### src/msf_pkg.sv
// Constants, register map and modem state codes for the modem status and FIFO port block
package msf_pkg;
  // ---------------------------------------------------------------------------
  // Register indices (byte address = index * 4)
  // ---------------------------------------------------------------------------
  localparam logic [7:0] IDX_STATUS2  = 8'h08;
  localparam logic [7:0] IDX_FIFO     = 8'h09;
  localparam logic [7:0] IDX_LEVEL    = 8'h10;
  localparam logic [7:0] IDX_CTRL     = 8'h11;
  localparam logic [7:0] IDX_TX_GUARD = 8'h12;
  localparam logic [7:0] IDX_RX_GUARD = 8'h13;
  localparam logic [7:0] IDX_IRQ_STAT = 8'h14;
  localparam logic [7:0] IDX_IRQ_MASK = 8'h15;
  // ---------------------------------------------------------------------------
  // Field positions
  // ---------------------------------------------------------------------------
  localparam int unsigned S2_TEMP_CLR   = 7;
  localparam int unsigned S2_FORCE_FAST = 6;
  localparam int unsigned S2_TARGET     = 4;
  localparam int unsigned S2_CIPHER     = 3;
  localparam int unsigned CTRL_LAUNCH   = 0;
  localparam int unsigned CTRL_TX_WAIT  = 1;
  localparam int unsigned CTRL_RX_WAIT  = 2;
  localparam int unsigned IRQ_OVFL      = 0;
  localparam int unsigned IRQ_TX_DONE   = 1;
  localparam int unsigned IRQ_RX_DONE   = 2;
  localparam int unsigned IRQ_TARGET    = 3;
  localparam int unsigned IRQ_W         = 4;
  // ---------------------------------------------------------------------------
  // Reset values and sizes
  // ---------------------------------------------------------------------------
  localparam logic [7:0]       STATUS2_RST  = 8'h00;
  localparam logic [7:0]       GUARD_RST    = 8'h00;
  localparam logic [IRQ_W-1:0] IRQ_RST      = 4'h0;
  localparam int unsigned      FIFO_DEPTH   = 64;
  // ---------------------------------------------------------------------------
  // Timing: guard settings count ticks of this period
  // ---------------------------------------------------------------------------
  localparam int unsigned CLK_PERIOD_NS = 10;
  localparam int unsigned GUARD_TICK_NS = 160;
  localparam int unsigned GUARD_TICK_CYC = (GUARD_TICK_NS + CLK_PERIOD_NS - 1) / CLK_PERIOD_NS;
  // ---------------------------------------------------------------------------
  // Modem state codes
  // ---------------------------------------------------------------------------
  typedef enum logic [2:0] {
    MS_IDLE      = 3'h0,
    MS_AWAIT     = 3'h1,
    MS_TX_WAIT   = 3'h2,
    MS_SEND      = 3'h3,
    MS_RX_WAIT   = 3'h4,
    MS_WAIT_DATA = 3'h5,
    MS_RECV      = 3'h6
  } msf_modem_t;
endpackage : msf_pkg

### src/msf_top.sv
// Secondary status register, FIFO byte port, modem sequencer and Wishbone slave
// Overview of operation
// - Writing one to temp_alarm_clear clears temperature error only when below the limit.
// - Force bit selects fast bus filter; otherwise filter follows the protocol in use.
// - Passive target flag sets when a select or polling command is answered.
// - That flag sets only during automatic anticollision in passive mode.
// - Passive target flag clears when the external RF field switches off.
// - While cipher flag is one, card traffic goes through the stream cipher.
// - Cipher flag sets only on successful authentication in reader mode; software clears.
// - Read-only 3-bit modem state field with the seven documented codes.
// - Transmit wait lasts the tx guard time and optionally waits for field.
// - Receive wait lasts the rx guard time and optionally waits for field.
// - Status register at index 08h, all bits reset to zero, bit 5 reserved.
// - Byte port at index 09h writes and reads the internal 64-byte FIFO.
// - The FIFO buffers bytes between registers and serial transmit and receive.
// - Fill count adds one per push (port write to a non-full FIFO, or rx byte) and subtracts one per pop (port read of a non-empty one, or tx byte).
// - Launch bit starts transmission only from the awaiting-launch state of transceive.
module msf_top #(
  parameter int unsigned DEPTH = msf_pkg::FIFO_DEPTH
) (
  // Clock and reset
  input  wire logic        clk_i,
  input  wire logic        rst_i,
  // Wishbone classic slave
  input  wire logic        wb_cyc_i,
  input  wire logic        wb_stb_i,
  input  wire logic        wb_we_i,
  input  wire logic [9:0]  wb_adr_i,
  input  wire logic [3:0]  wb_sel_i,
  input  wire logic [31:0] wb_dat_i,
  output logic      [31:0] wb_dat_o,
  output logic             wb_ack_o,
  output logic             irq_o,
  // Environment and command status
  input  wire logic        temp_alarm_i,
  input  wire logic        temp_below_limit_i,
  input  wire logic        protocol_fast_i,
  input  wire logic        field_present_i,
  input  wire logic        auto_anticollision_cmd_i,
  input  wire logic        passive_mode_i,
  input  wire logic        target_answered_i,
  input  wire logic        cipher_auth_ok_i,
  input  wire logic        reader_mode_i,
  input  wire logic        transceive_cmd_i,
  output logic             temp_err_o,
  output logic             filter_fast_o,
  output logic             cipher_enable_o,
  output logic      [2:0]  modem_state_o,
  // Transmit byte stream
  output logic      [7:0]  tx_byte_o,
  output logic             tx_valid_o,
  input  wire logic        tx_ready_i,
  input  wire logic        tx_done_i,
  // Receive byte stream
  input  wire logic [7:0]  rx_byte_i,
  input  wire logic        rx_valid_i,
  output logic             rx_ready_o,
  input  wire logic        rx_start_i,
  input  wire logic        rx_end_i
);
  // ---------------------------------------------------------------------------
  // State
  // ---------------------------------------------------------------------------
  localparam int unsigned PW = $clog2(DEPTH);
  localparam int unsigned TW = $clog2(msf_pkg::GUARD_TICK_CYC + 1);
  localparam logic [TW-1:0] TICK_LAST = TW'(msf_pkg::GUARD_TICK_CYC - 1);
  localparam logic [PW:0]   FULL_CNT  = (PW+1)'(DEPTH);

  typedef struct packed {
    logic [DEPTH-1:0][7:0]          mem;
    logic [PW-1:0]                  wr_ptr;
    logic [PW-1:0]                  rd_ptr;
    logic [PW:0]                    count;
    logic                           temp_err;
    logic                           temp_clr;
    logic                           force_fast;
    logic                           target_sel;
    logic                           cipher_on;
    msf_pkg::msf_modem_t            modem;
    logic                           tx_wait_rf;
    logic                           rx_wait_rf;
    logic [7:0]                     tx_guard;
    logic [7:0]                     rx_guard;
    logic [7:0]                     guard_cnt;
    logic [TW-1:0]                  tick_cnt;
    logic [msf_pkg::IRQ_W-1:0]      irq_stat;
    logic [msf_pkg::IRQ_W-1:0]      irq_mask;
    logic                           field_q;
    logic                           ack;
    logic [31:0]                    dat;
  } msf_state_t;

  msf_state_t st_reg;
  msf_state_t st_next;

  // Address decode shared by every register access
  function automatic logic hit(input logic [9:0] adr, input logic [7:0] idx);
    hit = (adr[9:2] == idx);
  endfunction : hit

  logic       bus_op;
  logic       bus_wr;
  logic       wr_fifo;
  logic       rd_fifo;
  logic       full;
  logic       empty;
  logic       push;
  logic       pop;
  logic       rx_push;
  logic       tx_pop;
  logic       tick;
  logic       launch;
  logic       target_set;
  logic       cipher_set;
  logic [7:0] rdata;

  // ---------------------------------------------------------------------------
  // Request decode and FIFO arbitration
  // ---------------------------------------------------------------------------
  // Side effects happen once, on the cycle the ack is being raised
  assign bus_op  = wb_cyc_i & wb_stb_i & ~st_reg.ack;
  assign bus_wr  = bus_op & wb_we_i & wb_sel_i[0];
  assign wr_fifo = bus_wr & hit(wb_adr_i, msf_pkg::IDX_FIFO);
  assign rd_fifo = bus_op & ~wb_we_i & hit(wb_adr_i, msf_pkg::IDX_FIFO);
  assign full    = (st_reg.count == FULL_CNT);
  assign empty   = (st_reg.count == '0);
  // Bus access has priority; the engines simply stall one cycle
  assign rx_ready_o = (st_reg.modem == msf_pkg::MS_RECV) & ~full & ~wr_fifo;
  assign tx_valid_o = (st_reg.modem == msf_pkg::MS_SEND) & ~empty & ~rd_fifo;
  assign tx_byte_o  = st_reg.mem[st_reg.rd_ptr];
  assign rx_push = rx_valid_i & rx_ready_o;
  assign tx_pop  = tx_valid_o & tx_ready_i;
  assign push    = (wr_fifo & ~full) | rx_push;
  assign pop     = (rd_fifo & ~empty) | tx_pop;
  assign tick    = (st_reg.tick_cnt == TICK_LAST);
  assign launch  = bus_wr & hit(wb_adr_i, msf_pkg::IDX_CTRL)
                 & wb_dat_i[msf_pkg::CTRL_LAUNCH] & transceive_cmd_i;
  assign target_set = target_answered_i & auto_anticollision_cmd_i & passive_mode_i;
  assign cipher_set = cipher_auth_ok_i & reader_mode_i;

  // ---------------------------------------------------------------------------
  // Read data mux
  // ---------------------------------------------------------------------------
  always_comb begin
    rdata = 8'h00;
    if (hit(wb_adr_i, msf_pkg::IDX_STATUS2)) begin
      rdata = {st_reg.temp_clr, st_reg.force_fast, 1'b0, st_reg.target_sel,
               st_reg.cipher_on, st_reg.modem};
    end else if (hit(wb_adr_i, msf_pkg::IDX_FIFO)) begin
      rdata = empty ? 8'h00 : st_reg.mem[st_reg.rd_ptr];
    end else if (hit(wb_adr_i, msf_pkg::IDX_LEVEL)) begin
      rdata = 8'(st_reg.count);
    end else if (hit(wb_adr_i, msf_pkg::IDX_CTRL)) begin
      rdata = {5'h00, st_reg.rx_wait_rf, st_reg.tx_wait_rf, 1'b0};
    end else if (hit(wb_adr_i, msf_pkg::IDX_TX_GUARD)) begin
      rdata = st_reg.tx_guard;
    end else if (hit(wb_adr_i, msf_pkg::IDX_RX_GUARD)) begin
      rdata = st_reg.rx_guard;
    end else if (hit(wb_adr_i, msf_pkg::IDX_IRQ_STAT)) begin
      rdata = {4'h0, st_reg.irq_stat};
    end else if (hit(wb_adr_i, msf_pkg::IDX_IRQ_MASK)) begin
      rdata = {4'h0, st_reg.irq_mask};
    end
  end

  // ---------------------------------------------------------------------------
  // Next-state logic
  // ---------------------------------------------------------------------------
  always_comb begin
    st_next          = st_reg;
    st_next.ack      = bus_op;
    st_next.field_q  = field_present_i;
    st_next.tick_cnt = tick ? '0 : st_reg.tick_cnt + TW'(1);
    if (bus_op) begin
      st_next.dat = {24'h000000, rdata};
    end
    // FIFO pointers and fill count
    if (push) begin
      st_next.mem[st_reg.wr_ptr] = wr_fifo ? wb_dat_i[7:0] : rx_byte_i;
      st_next.wr_ptr = st_reg.wr_ptr + PW'(1);
    end
    if (pop) begin
      st_next.rd_ptr = st_reg.rd_ptr + PW'(1);
    end
    st_next.count = st_reg.count + (PW+1)'(push) - (PW+1)'(pop);
    // Register writes
    if (bus_wr && hit(wb_adr_i, msf_pkg::IDX_STATUS2)) begin
      st_next.temp_clr   = wb_dat_i[msf_pkg::S2_TEMP_CLR];
      st_next.force_fast = wb_dat_i[msf_pkg::S2_FORCE_FAST];
      if (wb_dat_i[msf_pkg::S2_TEMP_CLR] && temp_below_limit_i) begin
        st_next.temp_err = 1'b0;
      end
      if (!wb_dat_i[msf_pkg::S2_CIPHER]) begin
        st_next.cipher_on = 1'b0;
      end
    end
    if (bus_wr && hit(wb_adr_i, msf_pkg::IDX_CTRL)) begin
      st_next.tx_wait_rf = wb_dat_i[msf_pkg::CTRL_TX_WAIT];
      st_next.rx_wait_rf = wb_dat_i[msf_pkg::CTRL_RX_WAIT];
    end
    if (bus_wr && hit(wb_adr_i, msf_pkg::IDX_TX_GUARD)) begin
      st_next.tx_guard = wb_dat_i[7:0];
    end
    if (bus_wr && hit(wb_adr_i, msf_pkg::IDX_RX_GUARD)) begin
      st_next.rx_guard = wb_dat_i[7:0];
    end
    if (bus_wr && hit(wb_adr_i, msf_pkg::IDX_IRQ_STAT)) begin
      st_next.irq_stat = st_reg.irq_stat & ~wb_dat_i[msf_pkg::IRQ_W-1:0];
    end
    if (bus_wr && hit(wb_adr_i, msf_pkg::IDX_IRQ_MASK)) begin
      st_next.irq_mask = wb_dat_i[msf_pkg::IRQ_W-1:0];
    end
    // Hardware sets win over software clears
    if (st_reg.field_q && !field_present_i) begin
      st_next.target_sel = 1'b0;
    end
    if (target_set) begin
      st_next.target_sel = 1'b1;
      st_next.irq_stat[msf_pkg::IRQ_TARGET] = 1'b1;
    end
    if (cipher_set) begin
      st_next.cipher_on = 1'b1;
    end
    if (temp_alarm_i) begin
      st_next.temp_err = 1'b1;
    end
    if (wr_fifo && full) begin
      st_next.irq_stat[msf_pkg::IRQ_OVFL] = 1'b1;
    end
    // Guard counter saturates so long settings never wrap
    if (tick && st_reg.guard_cnt != 8'hFF) begin
      st_next.guard_cnt = st_reg.guard_cnt + 8'h01;
    end
    // Modem sequencer
    case (st_reg.modem)
      msf_pkg::MS_IDLE: begin
        if (transceive_cmd_i) begin
          st_next.modem = msf_pkg::MS_AWAIT;
        end
      end
      msf_pkg::MS_AWAIT: begin
        if (launch) begin
          st_next.modem     = msf_pkg::MS_TX_WAIT;
          st_next.guard_cnt = 8'h00;
          st_next.tick_cnt  = '0;                            // no short first tick
        end
      end
      msf_pkg::MS_TX_WAIT: begin
        if (st_reg.guard_cnt >= st_reg.tx_guard
            && (field_present_i || !st_reg.tx_wait_rf)) begin
          st_next.modem = msf_pkg::MS_SEND;
        end
      end
      msf_pkg::MS_SEND: begin
        if (tx_done_i) begin
          st_next.modem     = msf_pkg::MS_RX_WAIT;
          st_next.guard_cnt = 8'h00;
          st_next.tick_cnt  = '0;                            // no short first tick
          st_next.irq_stat[msf_pkg::IRQ_TX_DONE] = 1'b1;
        end
      end
      msf_pkg::MS_RX_WAIT: begin
        if (st_reg.guard_cnt >= st_reg.rx_guard
            && (field_present_i || !st_reg.rx_wait_rf)) begin
          st_next.modem = msf_pkg::MS_WAIT_DATA;
        end
      end
      msf_pkg::MS_WAIT_DATA: begin
        if (rx_start_i) begin
          st_next.modem = msf_pkg::MS_RECV;
        end
      end
      msf_pkg::MS_RECV: begin
        if (rx_end_i) begin
          st_next.modem = msf_pkg::MS_AWAIT;
          st_next.irq_stat[msf_pkg::IRQ_RX_DONE] = 1'b1;
        end
      end
      default: begin
        st_next.modem = msf_pkg::MS_IDLE;
      end
    endcase
    // Leaving the transceive command aborts any sequence
    if (!transceive_cmd_i) begin
      st_next.modem = msf_pkg::MS_IDLE;
    end
  end

  // ---------------------------------------------------------------------------
  // State register
  // ---------------------------------------------------------------------------
  always_ff @(posedge clk_i) begin
    if (rst_i) begin
      st_reg            <= '0;
      st_reg.modem      <= msf_pkg::MS_IDLE;
      st_reg.tx_guard   <= msf_pkg::GUARD_RST;
      st_reg.rx_guard   <= msf_pkg::GUARD_RST;
      st_reg.irq_mask   <= msf_pkg::IRQ_RST;
      st_reg.irq_stat   <= msf_pkg::IRQ_RST;
      {st_reg.temp_clr, st_reg.force_fast, st_reg.target_sel, st_reg.cipher_on}
                        <= msf_pkg::STATUS2_RST[3:0];
    end else begin
      st_reg <= st_next;
    end
  end

  // ---------------------------------------------------------------------------
  // Outputs
  // ---------------------------------------------------------------------------
  assign wb_ack_o        = st_reg.ack;
  assign wb_dat_o        = st_reg.dat;
  assign irq_o           = |(st_reg.irq_stat & st_reg.irq_mask);
  assign temp_err_o      = st_reg.temp_err;
  assign filter_fast_o   = st_reg.force_fast | protocol_fast_i;
  assign cipher_enable_o = st_reg.cipher_on;
  assign modem_state_o   = st_reg.modem;

  // ---------------------------------------------------------------------------
  // Assertions
  // ---------------------------------------------------------------------------
  a_fifo_write_count: assert property (@(posedge clk_i) disable iff (rst_i)
    wr_fifo && !full && !tx_pop |=> st_reg.count == $past(st_reg.count) + 7'h01)
    else $error("fill count did not rise on port write");
  a_fifo_read_count: assert property (@(posedge clk_i) disable iff (rst_i)
    rd_fifo && !empty && !rx_push |=> st_reg.count == $past(st_reg.count) - 7'h01)
    else $error("fill count did not fall on port read");
  a_full_write_drop: assert property (@(posedge clk_i) disable iff (rst_i)
    wr_fifo && full && !tx_pop |=> st_reg.irq_stat[msf_pkg::IRQ_OVFL] && full)
    else $error("write to full queue not dropped or not flagged");
  a_target_only_auto: assert property (@(posedge clk_i) disable iff (rst_i)
    $rose(st_reg.target_sel) |-> $past(auto_anticollision_cmd_i && passive_mode_i))
    else $error("target flag set outside passive anticollision");
  a_target_field_off: assert property (@(posedge clk_i) disable iff (rst_i)
    st_reg.field_q && !field_present_i && !target_set |=> !st_reg.target_sel)
    else $error("target flag survived field switch-off");
  a_cipher_set_cause: assert property (@(posedge clk_i) disable iff (rst_i)
    $rose(st_reg.cipher_on) |-> $past(cipher_auth_ok_i && reader_mode_i))
    else $error("cipher flag set without authentication");
  a_temp_clear_hold: assert property (@(posedge clk_i) disable iff (rst_i)
    bus_wr && hit(wb_adr_i, msf_pkg::IDX_STATUS2) && st_reg.temp_err
    && !temp_below_limit_i |=> st_reg.temp_err)
    else $error("temperature error cleared while still hot");
  a_tx_guard_min: assert property (@(posedge clk_i) disable iff (rst_i)
    st_reg.modem == msf_pkg::MS_TX_WAIT ##1 st_reg.modem == msf_pkg::MS_SEND
    |-> $past(st_reg.guard_cnt) >= $past(st_reg.tx_guard))
    else $error("transmit wait shorter than guard setting");
  a_rx_guard_min: assert property (@(posedge clk_i) disable iff (rst_i)
    st_reg.modem == msf_pkg::MS_RX_WAIT ##1 st_reg.modem == msf_pkg::MS_WAIT_DATA
    |-> $past(st_reg.guard_cnt) >= $past(st_reg.rx_guard))
    else $error("receive wait shorter than guard setting");
  a_launch_start: assert property (@(posedge clk_i) disable iff (rst_i)
    st_reg.modem == msf_pkg::MS_AWAIT && launch |=> st_reg.modem == msf_pkg::MS_TX_WAIT)
    else $error("launch did not start transmit wait");
  a_ack_single: assert property (@(posedge clk_i) disable iff (rst_i)
    wb_cyc_i && wb_stb_i && !wb_ack_o |=> wb_ack_o ##1 !wb_ack_o)
    else $error("ack not a single cycle after request");
endmodule : msf_top

### config.mk
export PLATFORM = sky130hd
export DESIGN_NAME = msf_top
export DESIGN_NICKNAME = d
export VERILOG_FILES = /design/src/msf_pkg.sv /design/src/msf_top.sv
export SDC_FILE = /design/constraint.sdc
export NUM_CORES = 1
export LEC_CHECK = 0
export ABC_AREA = 1
export BUFFER_PORTS_ARGS = -buffer_cell sky130_fd_sc_hd__clkbuf_2
export CAP_MARGIN = 20
export CORE_UTILIZATION = 50
export DETAILED_ROUTE_END_ITERATION = 8
export PLACE_DENSITY_LB_ADDON = 0.05
export SYNTH_ARGS = -nofsm -noshare
export SYNTH_HDL_FRONTEND = slang
export SYNTH_SLANG_ARGS = --single-unit
### constraint.sdc
create_clock -name clk_i -period 4.4 [get_ports clk_i]
set_input_delay 0.44 -clock clk_i [delete_from_list [all_inputs] [get_ports clk_i]]
set_output_delay 0.44 -clock clk_i [all_outputs]
set_load 0.02 [all_outputs]
Yosys cells after proc, flatten, opt, wreduce, memory -nomap -nowiden --
Index checks and enable logic that the tools add are counted.
Word-level totals: bits in registers 588, input port bits 74, output and inout bits 50
Operators by class: add/sub/neg operators 6, $lt $le $gt $ge 5, equality and inequality tests 24, multiplexer cells 42, bitwise logic cells 34, reduce and logical (&&, ||, !) cells 31
Operators with widths (count):
- bitwise mux 512 bit | 1
- two-way mux 8 bit | 11
- binary-select mux 8 bit (select 6 bit) | 1
- demux 8 bit (select 6 bit) | 1
- == test 8 x 5 -> 1 bit, second input constant | 6
- two-way mux 13 bit | 2
- one-hot mux 13 bit (2 select lines) | 1
- AND 1 bit | 21
- two-way mux 3 bit | 7
- one-hot mux 3 bit (7 select lines) | 1
- == test 8 x 4 -> 1 bit, second input constant | 2
- >= comparator 8 bit | 2
- less-than comparator 6 x 7 -> 1 bit, second input constant | 2
- logical AND 1 bit | 13
- two-way mux 1 bit | 13
- adder 6 x 1 -> 6 bit, second input constant | 2
- two-way mux 4 bit | 3
- inequality test 2 bit, second input constant | 6
- nonzero test 2 bit | 6
- == test 3 bit, second input constant | 3
- adder 8 x 1 -> 8 bit, second input constant | 1
- AND 4 bit | 2
- inequality test 8 bit, second input constant | 1
- adder 7 x 1 -> 7 bit | 1
- 20 further kinds | 33

Depth between registers and ports, before layout --
Gate-level depths: netlist of run 1.
depth in word-level cells 11, mapped depth 23

Least setup slack after synthesis of run 1 --
OpenSTA, ideal clock, no wires.
kind input port to flip-flop, start in wb_adr_i[9], end reg st_reg[87] (netlist name), library setup time 0.070 ns, arrival 3.003 ns, required time 4.330 ns, path slack 1.327 ns, cell stages on the path 22, cell sequence nor2_1 nand4_2 nor2_4 nand2_4 buf_6 nand2_2 nand2_4 buf_6 ha_1 inv_1 ha_1 inv_1 fa_1 inv_1 a21oi_1 nor2_1 nor2_1 nor2_1 nor2_1 o21bai_1 o21ai_0 a21oi_1
Between the ends: word-level cells in the longest chain between the ends 8
RTL lines:
- start, declared | RTL line msf_top.sv:28 | input wire logic [9:0] wb_adr_i,
- == test 8 x 4 -> 1 bit (*) | RTL line msf_top.sv:98 | hit = (adr[9:2] == idx);
- AND 1 bit | RTL line msf_top.sv:123 | assign wr_fifo = bus_wr & hit(wb_adr_i, msf_pkg::IDX_FIFO);
- inverter 1 bit | RTL line msf_top.sv:128 | assign rx_ready_o = (st_reg.modem == msf_pkg::MS_RECV) & ~full & ~wr_fifo;
- AND 1 bit | RTL line msf_top.sv:128
- AND 1 bit | RTL line msf_top.sv:131 | assign rx_push = rx_valid_i & rx_ready_o;
- bitwise OR 1 bit | RTL line msf_top.sv:133 | assign push = (wr_fifo & ~full) | rx_push;
- adder 7 x 1 -> 7 bit | RTL line msf_top.sv:185 | st_next.count = st_reg.count + (PW+1)'(push) - (PW+1)'(pop);
- subtractor 7 x 1 -> 7 bit (*) | RTL line msf_top.sv:185
- end signal, assigned | RTL line msf_top.sv:303 | st_reg <= st_next;
- end, declared | RTL line msf_top.sv:93 | msf_state_t st_reg;
Mark *: on every way between the ends. The rest lies on a longest branch, timed or not. A chain may end at the register's enable or synchronous reset.

Final worst setup path of run 1 --
start reg st_reg[88] (netlist name), end out tx_byte_o[4]
Between the ends: word-level cells in the longest chain between the ends 2
RTL lines:
- binary-select mux 8 bit (select 6 bit) | RTL line msf_top.sv:130 | assign tx_byte_o = st_reg.mem[st_reg.rd_ptr];
- two-way mux 8 bit (implied by the code) | RTL line msf_top.sv:130
- end, declared | RTL line msf_top.sv:50 | output logic [7:0] tx_byte_o,
Every way passes these cells. The select of a mux whose other input is x is not followed.

==> results of run 1 <==
cell usage in the layout (no fill, tap or decap), drive strengths merged, types with 6 or more instances in the layout:
cell type,instances
nor3,31
a21oi,670
nand2,545
inv,495
dfxtp,588
nand3,249
conb,24
nand4,9
nor2,281
o22ai,8
o21ai,540
xor2,6
clkinv,13
o211ai,82
ha,29
a211oi,15
buf,51
bufinv,8
o21a,34
clkbuf,169
per-layer routing:
| layer | routed length, um | part of all wire (%) |
|---|---|---|
| met5 | 0 | 0 |
| met4 | 2550 | 3.0 |
| met3 | 6800 | 7.9 |
| met2 | 38200 | 44 |
| met1 | 38300 | 45 |
worst paths after layout:
check | endpoint | slack [ns]
max | tx_byte_o[4] | 0.48
min | temp_err_o | 0.06
max reg2reg | st_reg[87] | 1.10
min reg2reg | st_reg[103] | 0.44
final cells by class:
class                           count  area [um^2]  area share [%]
Multi-Input combinational cell   2541        12400            41.2
Clock buffer                      100         2020            6.72
Inverter                          498         1880            6.24
Sequential cell                   588        11800            39.1
Clock inverter                     20          335            1.11
Timing Repair Buffer              120          826            2.74
Tap cell                          696          871            2.89
Antenna cell                        2         5.00          0.0166
power groups by stage:
stage	clock [mW]	sequential, mW	combinational (mW)
floorplan	0	5.48	0.389
global placement	0	5.48	0.555
detailed placement	0	5.48	0.562
CTS	6.05	5.36	0.564
global route	6.27	5.36	0.634
finish	5.96	5.36	0.574
metrics by stage:
stage	total power [mW]	utilization [%]	hold WS, ns	worst slack, ns
final	11.9	55.9	0.0596	0.484
after global routing	12.3	55.9	0.0656	0.228
after global placement	6.03	51.5	0.427	0.883
after floorplan	5.87	-	0.420	1.33
after CTS	12.0	55.8	0.0389	0.485
after detailed placement	6.04	51.5	0.433	0.940
cells by family (layout without fill, tap and decap cells):
kind of cell               count (synthesis)  after routing  synth area share (%)
adders and majority gates                 30             30                  1.40
other                                      1             26                0.0137
and+or+nand+nor                         1123           1123                  17.2
AOI/OAI and AO/OA                       1354           1354                  26.0
xor gates and xnor gates                  10             10                 0.320
DFF                                      588            588                  43.0
buffers and inverters                    818            738                  12.0
critical path, delay by kind of cell (launching register included):
| kind | cells | cell delay (ns) |
|---|---|---|
| and+or+nand+nor | 5 | 0.64 |
| buffers and inverters | 4 | 1.31 |
| DFF | 1 | 0.40 |
| AOI/OAI and AO/OA | 2 | 0.44 |
==> metrics.md, run 1 <==
| Metric | Value |
|---|---|
| Headroom to the max-slew limit | 26.4% |
| Routed via count divided by cell count | roughly 5.6 |
| Clock-pin slew of the registers on the worst-case setup and hold paths | 0.06 ns |
| Filler Cell Count | a little over 5000 |
| Core Rows | 85 |
| Worst hold path cell count | 3 |
| Maximum buffer depth of the clock tree | 3 |
| Clock H-tree levels | 3 |
| Total GRT Usage | 30.4% |
| Data arrival, critical path | 3.48 ns |
| Most common cell in the netlist | sky130_fd_sc_hd__a21oi_1 |
| Total DRC errors in the routed layout | 0 |
| Initial DRC Count | 2567 |
| CTS Root Cell | sky130_fd_sc_hd__clkbuf_16 |
| Final weighted congestion in routability-driven placement | 0.912 |
| Clock skew after layout | 0.0215 ns |
| DP Wirelength | 53000 um |
| Number of global-route vias before repair | roughly 23000 |
| Hold violation count in the final report | 0 |
| Average instance area after synthesis | 6.98 um^2 |
| PwrDens | 395 nW/um^2 |
| Final critical-path share of the clock period | 89.0% |
| GR peak layer | met2 |
| Post-synthesis register bit count | 588 |
| Run status | complete, no violations |
| Fin crit period | 3.92 ns |
| Library cell with the largest summed area after synthesis | sky130_fd_sc_hd__dfxtp_1 |
| Total wire length | 85800 um |
| Total instance count after detailed placement | 4442 |
| Peak fanout along the critical path | 72 |
| Largest net degree at the start of global routing | 190 |
| Starting utilization of the core area | 50.8% |
| Peak Freq | 0.255 GHz |
| Gate Count Post-Synth | 3924 |
| Critical Path Sink Type | output port |
| Chain of cells forming the critical path | inv_4 > buf_12 > buf_4 > nand2_1 > nand3_1 > o21ai_0 > a21oi_1 > nand2_1 > nand3_1 > nand2_1 > clkbuf_2 |
| Fraction of power spent switching nets | 23.1% |
| Proportion of layout cells with a drive suffix above 1 | 6.96% |
| Slowest Stage Delay on Critical Path | 0.43 ns |
| Flip-flop count of the largest register, all copies and words added | 574 |
| # setup viols final | 0 |
| Async S/R FF share, synth | 0% |
| Sequential cell area fraction in the yosys report | around 43% |
| Met2 demand-to-capacity share in global routing | roughly 47% |
| Startpoint of the tightest hold check path | temp_alarm_i |
| Most used flip-flop cell after synthesis | sky130_fd_sc_hd__dfxtp_1 |
| Clock latency of the later-clocked register in the worst-skew pair | 0.61 ns |
| Die span in x | 236 um |
| Synthesis warning total | 0 |
| Initial antenna violation count | 2 |
| DIE HEIGHT | 236 um |
| Met3 track utilization from global routing | 5.09% |
| Post-CTS Setup Repair Bufs | 0 |
| CTS Sinks | slightly below 600 |
| Internal Power | 9.16 mW |
| Number of buffers inserted by hold repair at cts | 0 |
| GRT met1 Usage | a little over two fifths |
| Sequential share of power | between 40% and 50% |
| Post-detailed-route wirelength per cell | approximately 19 um |
| Peak supply drop | 0.325 mV |
| Global route overflow | 0 |
| Total count of max-transition violations in the final report | 0 |
| Share of the synthesized area in the top cell type | 43.0% |
| Kind of start point of the critical path | register |
| Wire length of the first global-routing pass | between 100000 and 150000 um |
| Setup TNS after final layout | 0 ns |
| Post-route cell area | 30100 um^2 |
| Top post-synthesis cells by count | 670 x sky130_fd_sc_hd__a21oi_1, 588 x sky130_fd_sc_hd__dfxtp_1, 539 x sky130_fd_sc_hd__nand2_1 |
| Post-route insts no fill | between 4000 and 5000 |
| TritonCTS Buffers | 68 |
| Static leakage | 11.1 nW |
| CP max stage cell | sky130_fd_sc_hd__inv_4 |
| Worst path most repeated cell | sky130_fd_sc_hd__nand2_1 |
| Number of cells traversed by the worst register-to-register path | 20 |
| Max-cap violation count | 0 |
| Post-synth EDFFs | 0 |
| Area added between synthesis and finish | 10.1% |
| Cell area after placement | between 20000 and 30000 um^2 |
| RSZ-0062 raised after global routing | false |
| Vias after detailed routing | 25600 |
| Number of detailed-routing iterations run before antenna repair | 5 |
| Boundary Pins | 124 |
| Category of the most critical setup path | reg -> out |
| Total of buffers placed on input and output ports | 70 |
| Endpoint required time on the critical path | just under 4 ns |
| Proportion of power drawn by combinational gates | 4.8% |
| TritonCTS clock tree | done |
| Die outline area | 55700 um^2 |
| Launch point of the worst path | st_reg[88] |
| Final nets | just under 4000 |
| Reported net switching power | between 2 and 3 mW |
| Critical register-to-register path startpoint | st_reg[83] |
| Final ANT Viol Nets | 0 |
| Resized Gates After CTS | 0 |
| Hold Crit Class | in -> reg |
| Top post-synthesis cells by area | sky130_fd_sc_hd__dfxtp_1 43%, sky130_fd_sc_hd__a21oi_1 12%, sky130_fd_sc_hd__o21ai_0 9.4%, sky130_fd_sc_hd__nand2_1 7.4%, sky130_fd_sc_hd__inv_1 6.5% |
| CORE AREA | 53900 um^2 |
| Library cells used by synthesis | 46 |
| Portion of total power attributed to the clock network | roughly half |
| Synth Cell Area | ~27000 um^2 |
| Slew at the pin with the worst max-slew slack | 1.10 ns |
Power figures use the tool's default switching activity.
==> run 2: changes to the inputs <==
- CELL_PAD_IN_SITES_DETAIL_PLACEMENT: not set -> 0
- CELL_PAD_IN_SITES_GLOBAL_PLACEMENT: not set -> 1
- CORE_UTILIZATION: 50 -> 48
==> metrics.md, run 2 (synthesis results as in run 1) <==
| Metric | Value |
|---|---|
| Run status | complete, no violations (unchanged) |
| Filler Cell Count | 5583 (was 5171) |
| Utilization after layout | 53.4% (was 55.9%) |
| Post-route cell area | 30100 um^2 (about the same) |
| Routed via count divided by cell count | 5.48 (was 5.61) |
| GRT met1 Usage | 42.6% (was 42.9%) |
| Total wire length | 87900 um (was 85800 um) |
| Flip-flop count of the largest register, all copies and words added | 574 (unchanged) |
| Category of the most critical setup path | reg -> out (unchanged) |
| DP Wirelength | 55200 um (was 53000 um) |
| Met2 demand-to-capacity share in global routing | 48.2% (was 47.1%) |
| Hold Crit Class | in -> reg (unchanged) |
| Most frequent standard cell in the layout excluding fill and tap cells | sky130_fd_sc_hd__a21oi_1 (unchanged) |
| Number of detailed-routing iterations run before antenna repair | 6 (was 5) |
| Hold Slack | 0.0595 ns (was 0.0596 ns) |
| Data arrival, critical path | 3.51 ns (was 3.48 ns) |
| Wire length of the first global-routing pass | 135000 um (was 133000 um) |
| Post-detailed-route wirelength per cell | 19.0 um (was 18.8 um) |
| Total count of max-transition violations in the final report | 0 (unchanged) |
| Area added between synthesis and finish | 10.0% (was 10.1%) |
| Peak Freq | 0.253 GHz (was 0.255 GHz) |
| Resized Gates After CTS | 0 (unchanged) |
| Initial DRC Count | 2384 (was 2567) |
| Clock skew after layout | 0.0221 ns (was 0.0215 ns) |
| Clock latency of the later-clocked register in the worst-skew pair | 0.61 ns (about the same) |
| Boundary Pins | 124 (unchanged) |
| Cell area after placement | 27900 um^2 (was 27700 um^2) |
| Clock-pin slew of the registers on the worst-case setup and hold paths | 0.06 ns (about the same) |
| Chain of cells forming the critical path | clkinv_1 > buf_4 > nand3_1 > nand3_1 > nand2_1 > nand3_1 > nand2_1 > clkbuf_2 (was inv_4 > buf_12 > buf_4 > nand2_1 > nand3_1 > o21ai_0 > a21oi_1 > nand2_1 > nand3_1 > nand2_1 > clkbuf_2) |
| Die outline area | 58000 um^2 (was 55700 um^2) |
| Post-CTS Setup Repair Bufs | 0 (unchanged) |
| # setup viols final | 0 (unchanged) |
| Setup TNS after final layout | 0 ns (unchanged) |
| Clock H-tree levels | 3 (unchanged) |
| Final ANT Viol Nets | 0 (unchanged) |
| Kind of start point of the critical path | register (unchanged) |
| Total DRC errors in the routed layout | 0 (unchanged) |
| Total power draw | 11.6 mW (was 11.9 mW) |
| Slew at the pin with the worst max-slew slack | 1.03 ns (was 1.10 ns) |
| Sum of buffers and inverters on the critical path | 3 (was 4) |
| TritonCTS Buffers | 69 (was 68) |
| Total GRT Usage | 30.4% (about the same) |
| Fin crit period | 3.95 ns (was 3.92 ns) |
| Endpoint required time on the critical path | 3.96 ns (about the same) |
| Core Rows | 87 (was 85) |
| Commonest cells after routing, fill and taps aside | 670 x sky130_fd_sc_hd__a21oi_1, 586 x sky130_fd_sc_hd__dfxtp_1, 539 x sky130_fd_sc_hd__nand2_1, 512 x sky130_fd_sc_hd__o21ai_0, 471 x sky130_fd_sc_hd__inv_1 (was 670 x sky130_fd_sc_hd__a21oi_1, 586 x sky130_fd_sc_hd__dfxtp_1, 539 x sky130_fd_sc_hd__nand2_1, 512 x sky130_fd_sc_hd__o21ai_0, 472 x sky130_fd_sc_hd__inv_1) |
| CORE AREA | 56400 um^2 (was 53900 um^2) |
| Die span in x | 241 um (was 236 um) |
| ANT cells | 0 (was 2) |
| Number of global-route vias before repair | 23000 (about the same) |
| Final nets | 3932 (was 3921) |
| Maximum buffer depth of the clock tree | 3 (unchanged) |
| Met3 track utilization from global routing | 4.23% (was 5.09%) |
| Final weighted congestion in routability-driven placement | 0.904 (was 0.912) |
| Worst path most repeated cell | sky130_fd_sc_hd__nand3_1 (was sky130_fd_sc_hd__nand2_1) |
| CTS Sinks | 588 (unchanged) |
| Total of buffers placed on input and output ports | 70 (unchanged) |
| Proportion of layout cells with a drive suffix above 1 | 7.13% (was 6.96%) |
| CP max stage cell | sky130_fd_sc_hd__dfxtp_1 (was sky130_fd_sc_hd__inv_4) |
| Peak supply drop | 0.269 mV (was 0.325 mV) |
| TritonCTS clock tree | done (unchanged) |
| DIE HEIGHT | 241 um (was 236 um) |
| Largest net degree at the start of global routing | 178 (was 190) |
| PwrDens | 384 nW/um^2 (was 395 nW/um^2) |
| Largest delay contributor family on the critical path | buffers and inverters (unchanged) |
| Slowest Stage Delay on Critical Path | 0.76 ns (was 0.43 ns) |
| CTS Root Cell | sky130_fd_sc_hd__clkbuf_16 (unchanged) |
| Critical Path Sink Type | output port (unchanged) |
| Initial antenna violation count | 1 (was 2) |
| Number of buffers inserted by hold repair at cts | 0 (unchanged) |
| Max-cap violation count | 0 (unchanged) |
| Static leakage | 11.1 nW (about the same) |
| Final critical-path share of the clock period | 89.7% (was 89.0%) |
| Hold violation count in the final report | 0 (unchanged) |
| RSZ-0062 raised after global routing | false (unchanged) |
| Global route overflow | 0 (unchanged) |
| Vias after detailed routing | 25400 (was 25600) |
| Starting utilization of the core area | 48.6% (was 50.8%) |
| Headroom to the max-slew limit | 31.1% (was 26.4%) |
| Peak fanout along the critical path | 24 (was 72) |
| GR peak layer | met2 (unchanged) |
-- run 2: cell types whose count changed in the layout (fill, tap and decap cells not counted), moves of 2 or more --
| cell | change |
|---|---|
| sky130_fd_sc_hd__buf_4 | +11 |
| sky130_fd_sc_hd__bufinv_16 | -7 |
| sky130_fd_sc_hd__clkbuf_16 | +3 |
| sky130_fd_sc_hd__clkbuf_8 | +3 |
| sky130_fd_sc_hd__clkinv_2 | +4 |
| sky130_fd_sc_hd__clkinvlp_4 | -2 |
| sky130_fd_sc_hd__diode_2 | -2 |
| sky130_fd_sc_hd__inv_6 | -4 |
-- run 2: cell type report --
cell class | instances | area, um^2 | area share, %
tap | 756 | 946 | 3.14
inverter | 498 | 1880 | 6.24
sequential | 588 | 11800 | 39.1
clock buffer | 107 | 2140 | 7.12
multi-input combinational | 2541 | 12400 | 41.2
clock inverter | 9 | 70.1 | 0.233
timing repair buffer | 130 | 891 | 2.96
-- run 2: where the power goes --
| group | internal, mW | total, mW | switching [mW] | leakage [nW] |
|---|---|---|---|---|
| clock | 3.39 | 5.63 | 2.25 | 1.10 |
| sequential | 5.34 | 5.36 | 0.0187 | 4.74 |
| combinational | 0.150 | 0.578 | 0.428 | 5.23 |
| total | 8.88 | 11.6 | 2.69 | 11.1 |
-- run 2: final timing paths --
path                                    from           end  slack (ns)  cells after the start
worst max-delay path              st_reg[90]  tx_byte_o[2]        0.45                      8
worst min-delay path            temp_alarm_i    temp_err_o        0.06                      3
worst max register to register    st_reg[83]    st_reg[87]        0.94                     20
worst min register to register   st_reg[514]   st_reg[514]        0.44                      2
-- run 2: worst reg2reg max path, cell delays in order (launching register included) --
cell and delay (ns):
sky130_fd_sc_hd__dfxtp_1 0.33, sky130_fd_sc_hd__inv_1 0.08, sky130_fd_sc_hd__ha_1 0.14, sky130_fd_sc_hd__nor3b_1 0.26, sky130_fd_sc_hd__nand3_1 0.22, sky130_fd_sc_hd__nand4_1 0.16
sky130_fd_sc_hd__nand2_1 0.27, sky130_fd_sc_hd__ha_1 0.38, sky130_fd_sc_hd__inv_1 0.05, sky130_fd_sc_hd__ha_1 0.13, sky130_fd_sc_hd__inv_1 0.06, sky130_fd_sc_hd__fa_1 0.35
sky130_fd_sc_hd__inv_1 0.10, sky130_fd_sc_hd__a21oi_1 0.07, sky130_fd_sc_hd__nor2_1 0.13, sky130_fd_sc_hd__nor2_1 0.06, sky130_fd_sc_hd__nor2_1 0.12, sky130_fd_sc_hd__nor2_1 0.06
sky130_fd_sc_hd__o21bai_1 0.15, sky130_fd_sc_hd__o21ai_0 0.09, sky130_fd_sc_hd__a21oi_1 0.18
-- run 2: metal layers --
layer | wire (um) | vias to the layer above
li1 | - | 12700
met2 | 39700 | 848
met3 | 5940 | 148
met4 | 2600 | 0
met1 | 39700 | 11700
met5 | 0 | -
-- run 2: metrics by stage --
| stage | cells | setup WS [ns] |
|---|---|---|
| 2_1_floorplan | 3947 | 1.33 |
| 4_1_cts | 4627 | 0.461 |
| 5_1_grt | 4629 | 0.325 |
| 6_report | 4629 | 0.451 |
| 3_5_place_dp | 4511 | 0.958 |
| 3_3_place_gp | 4511 | 0.868 |
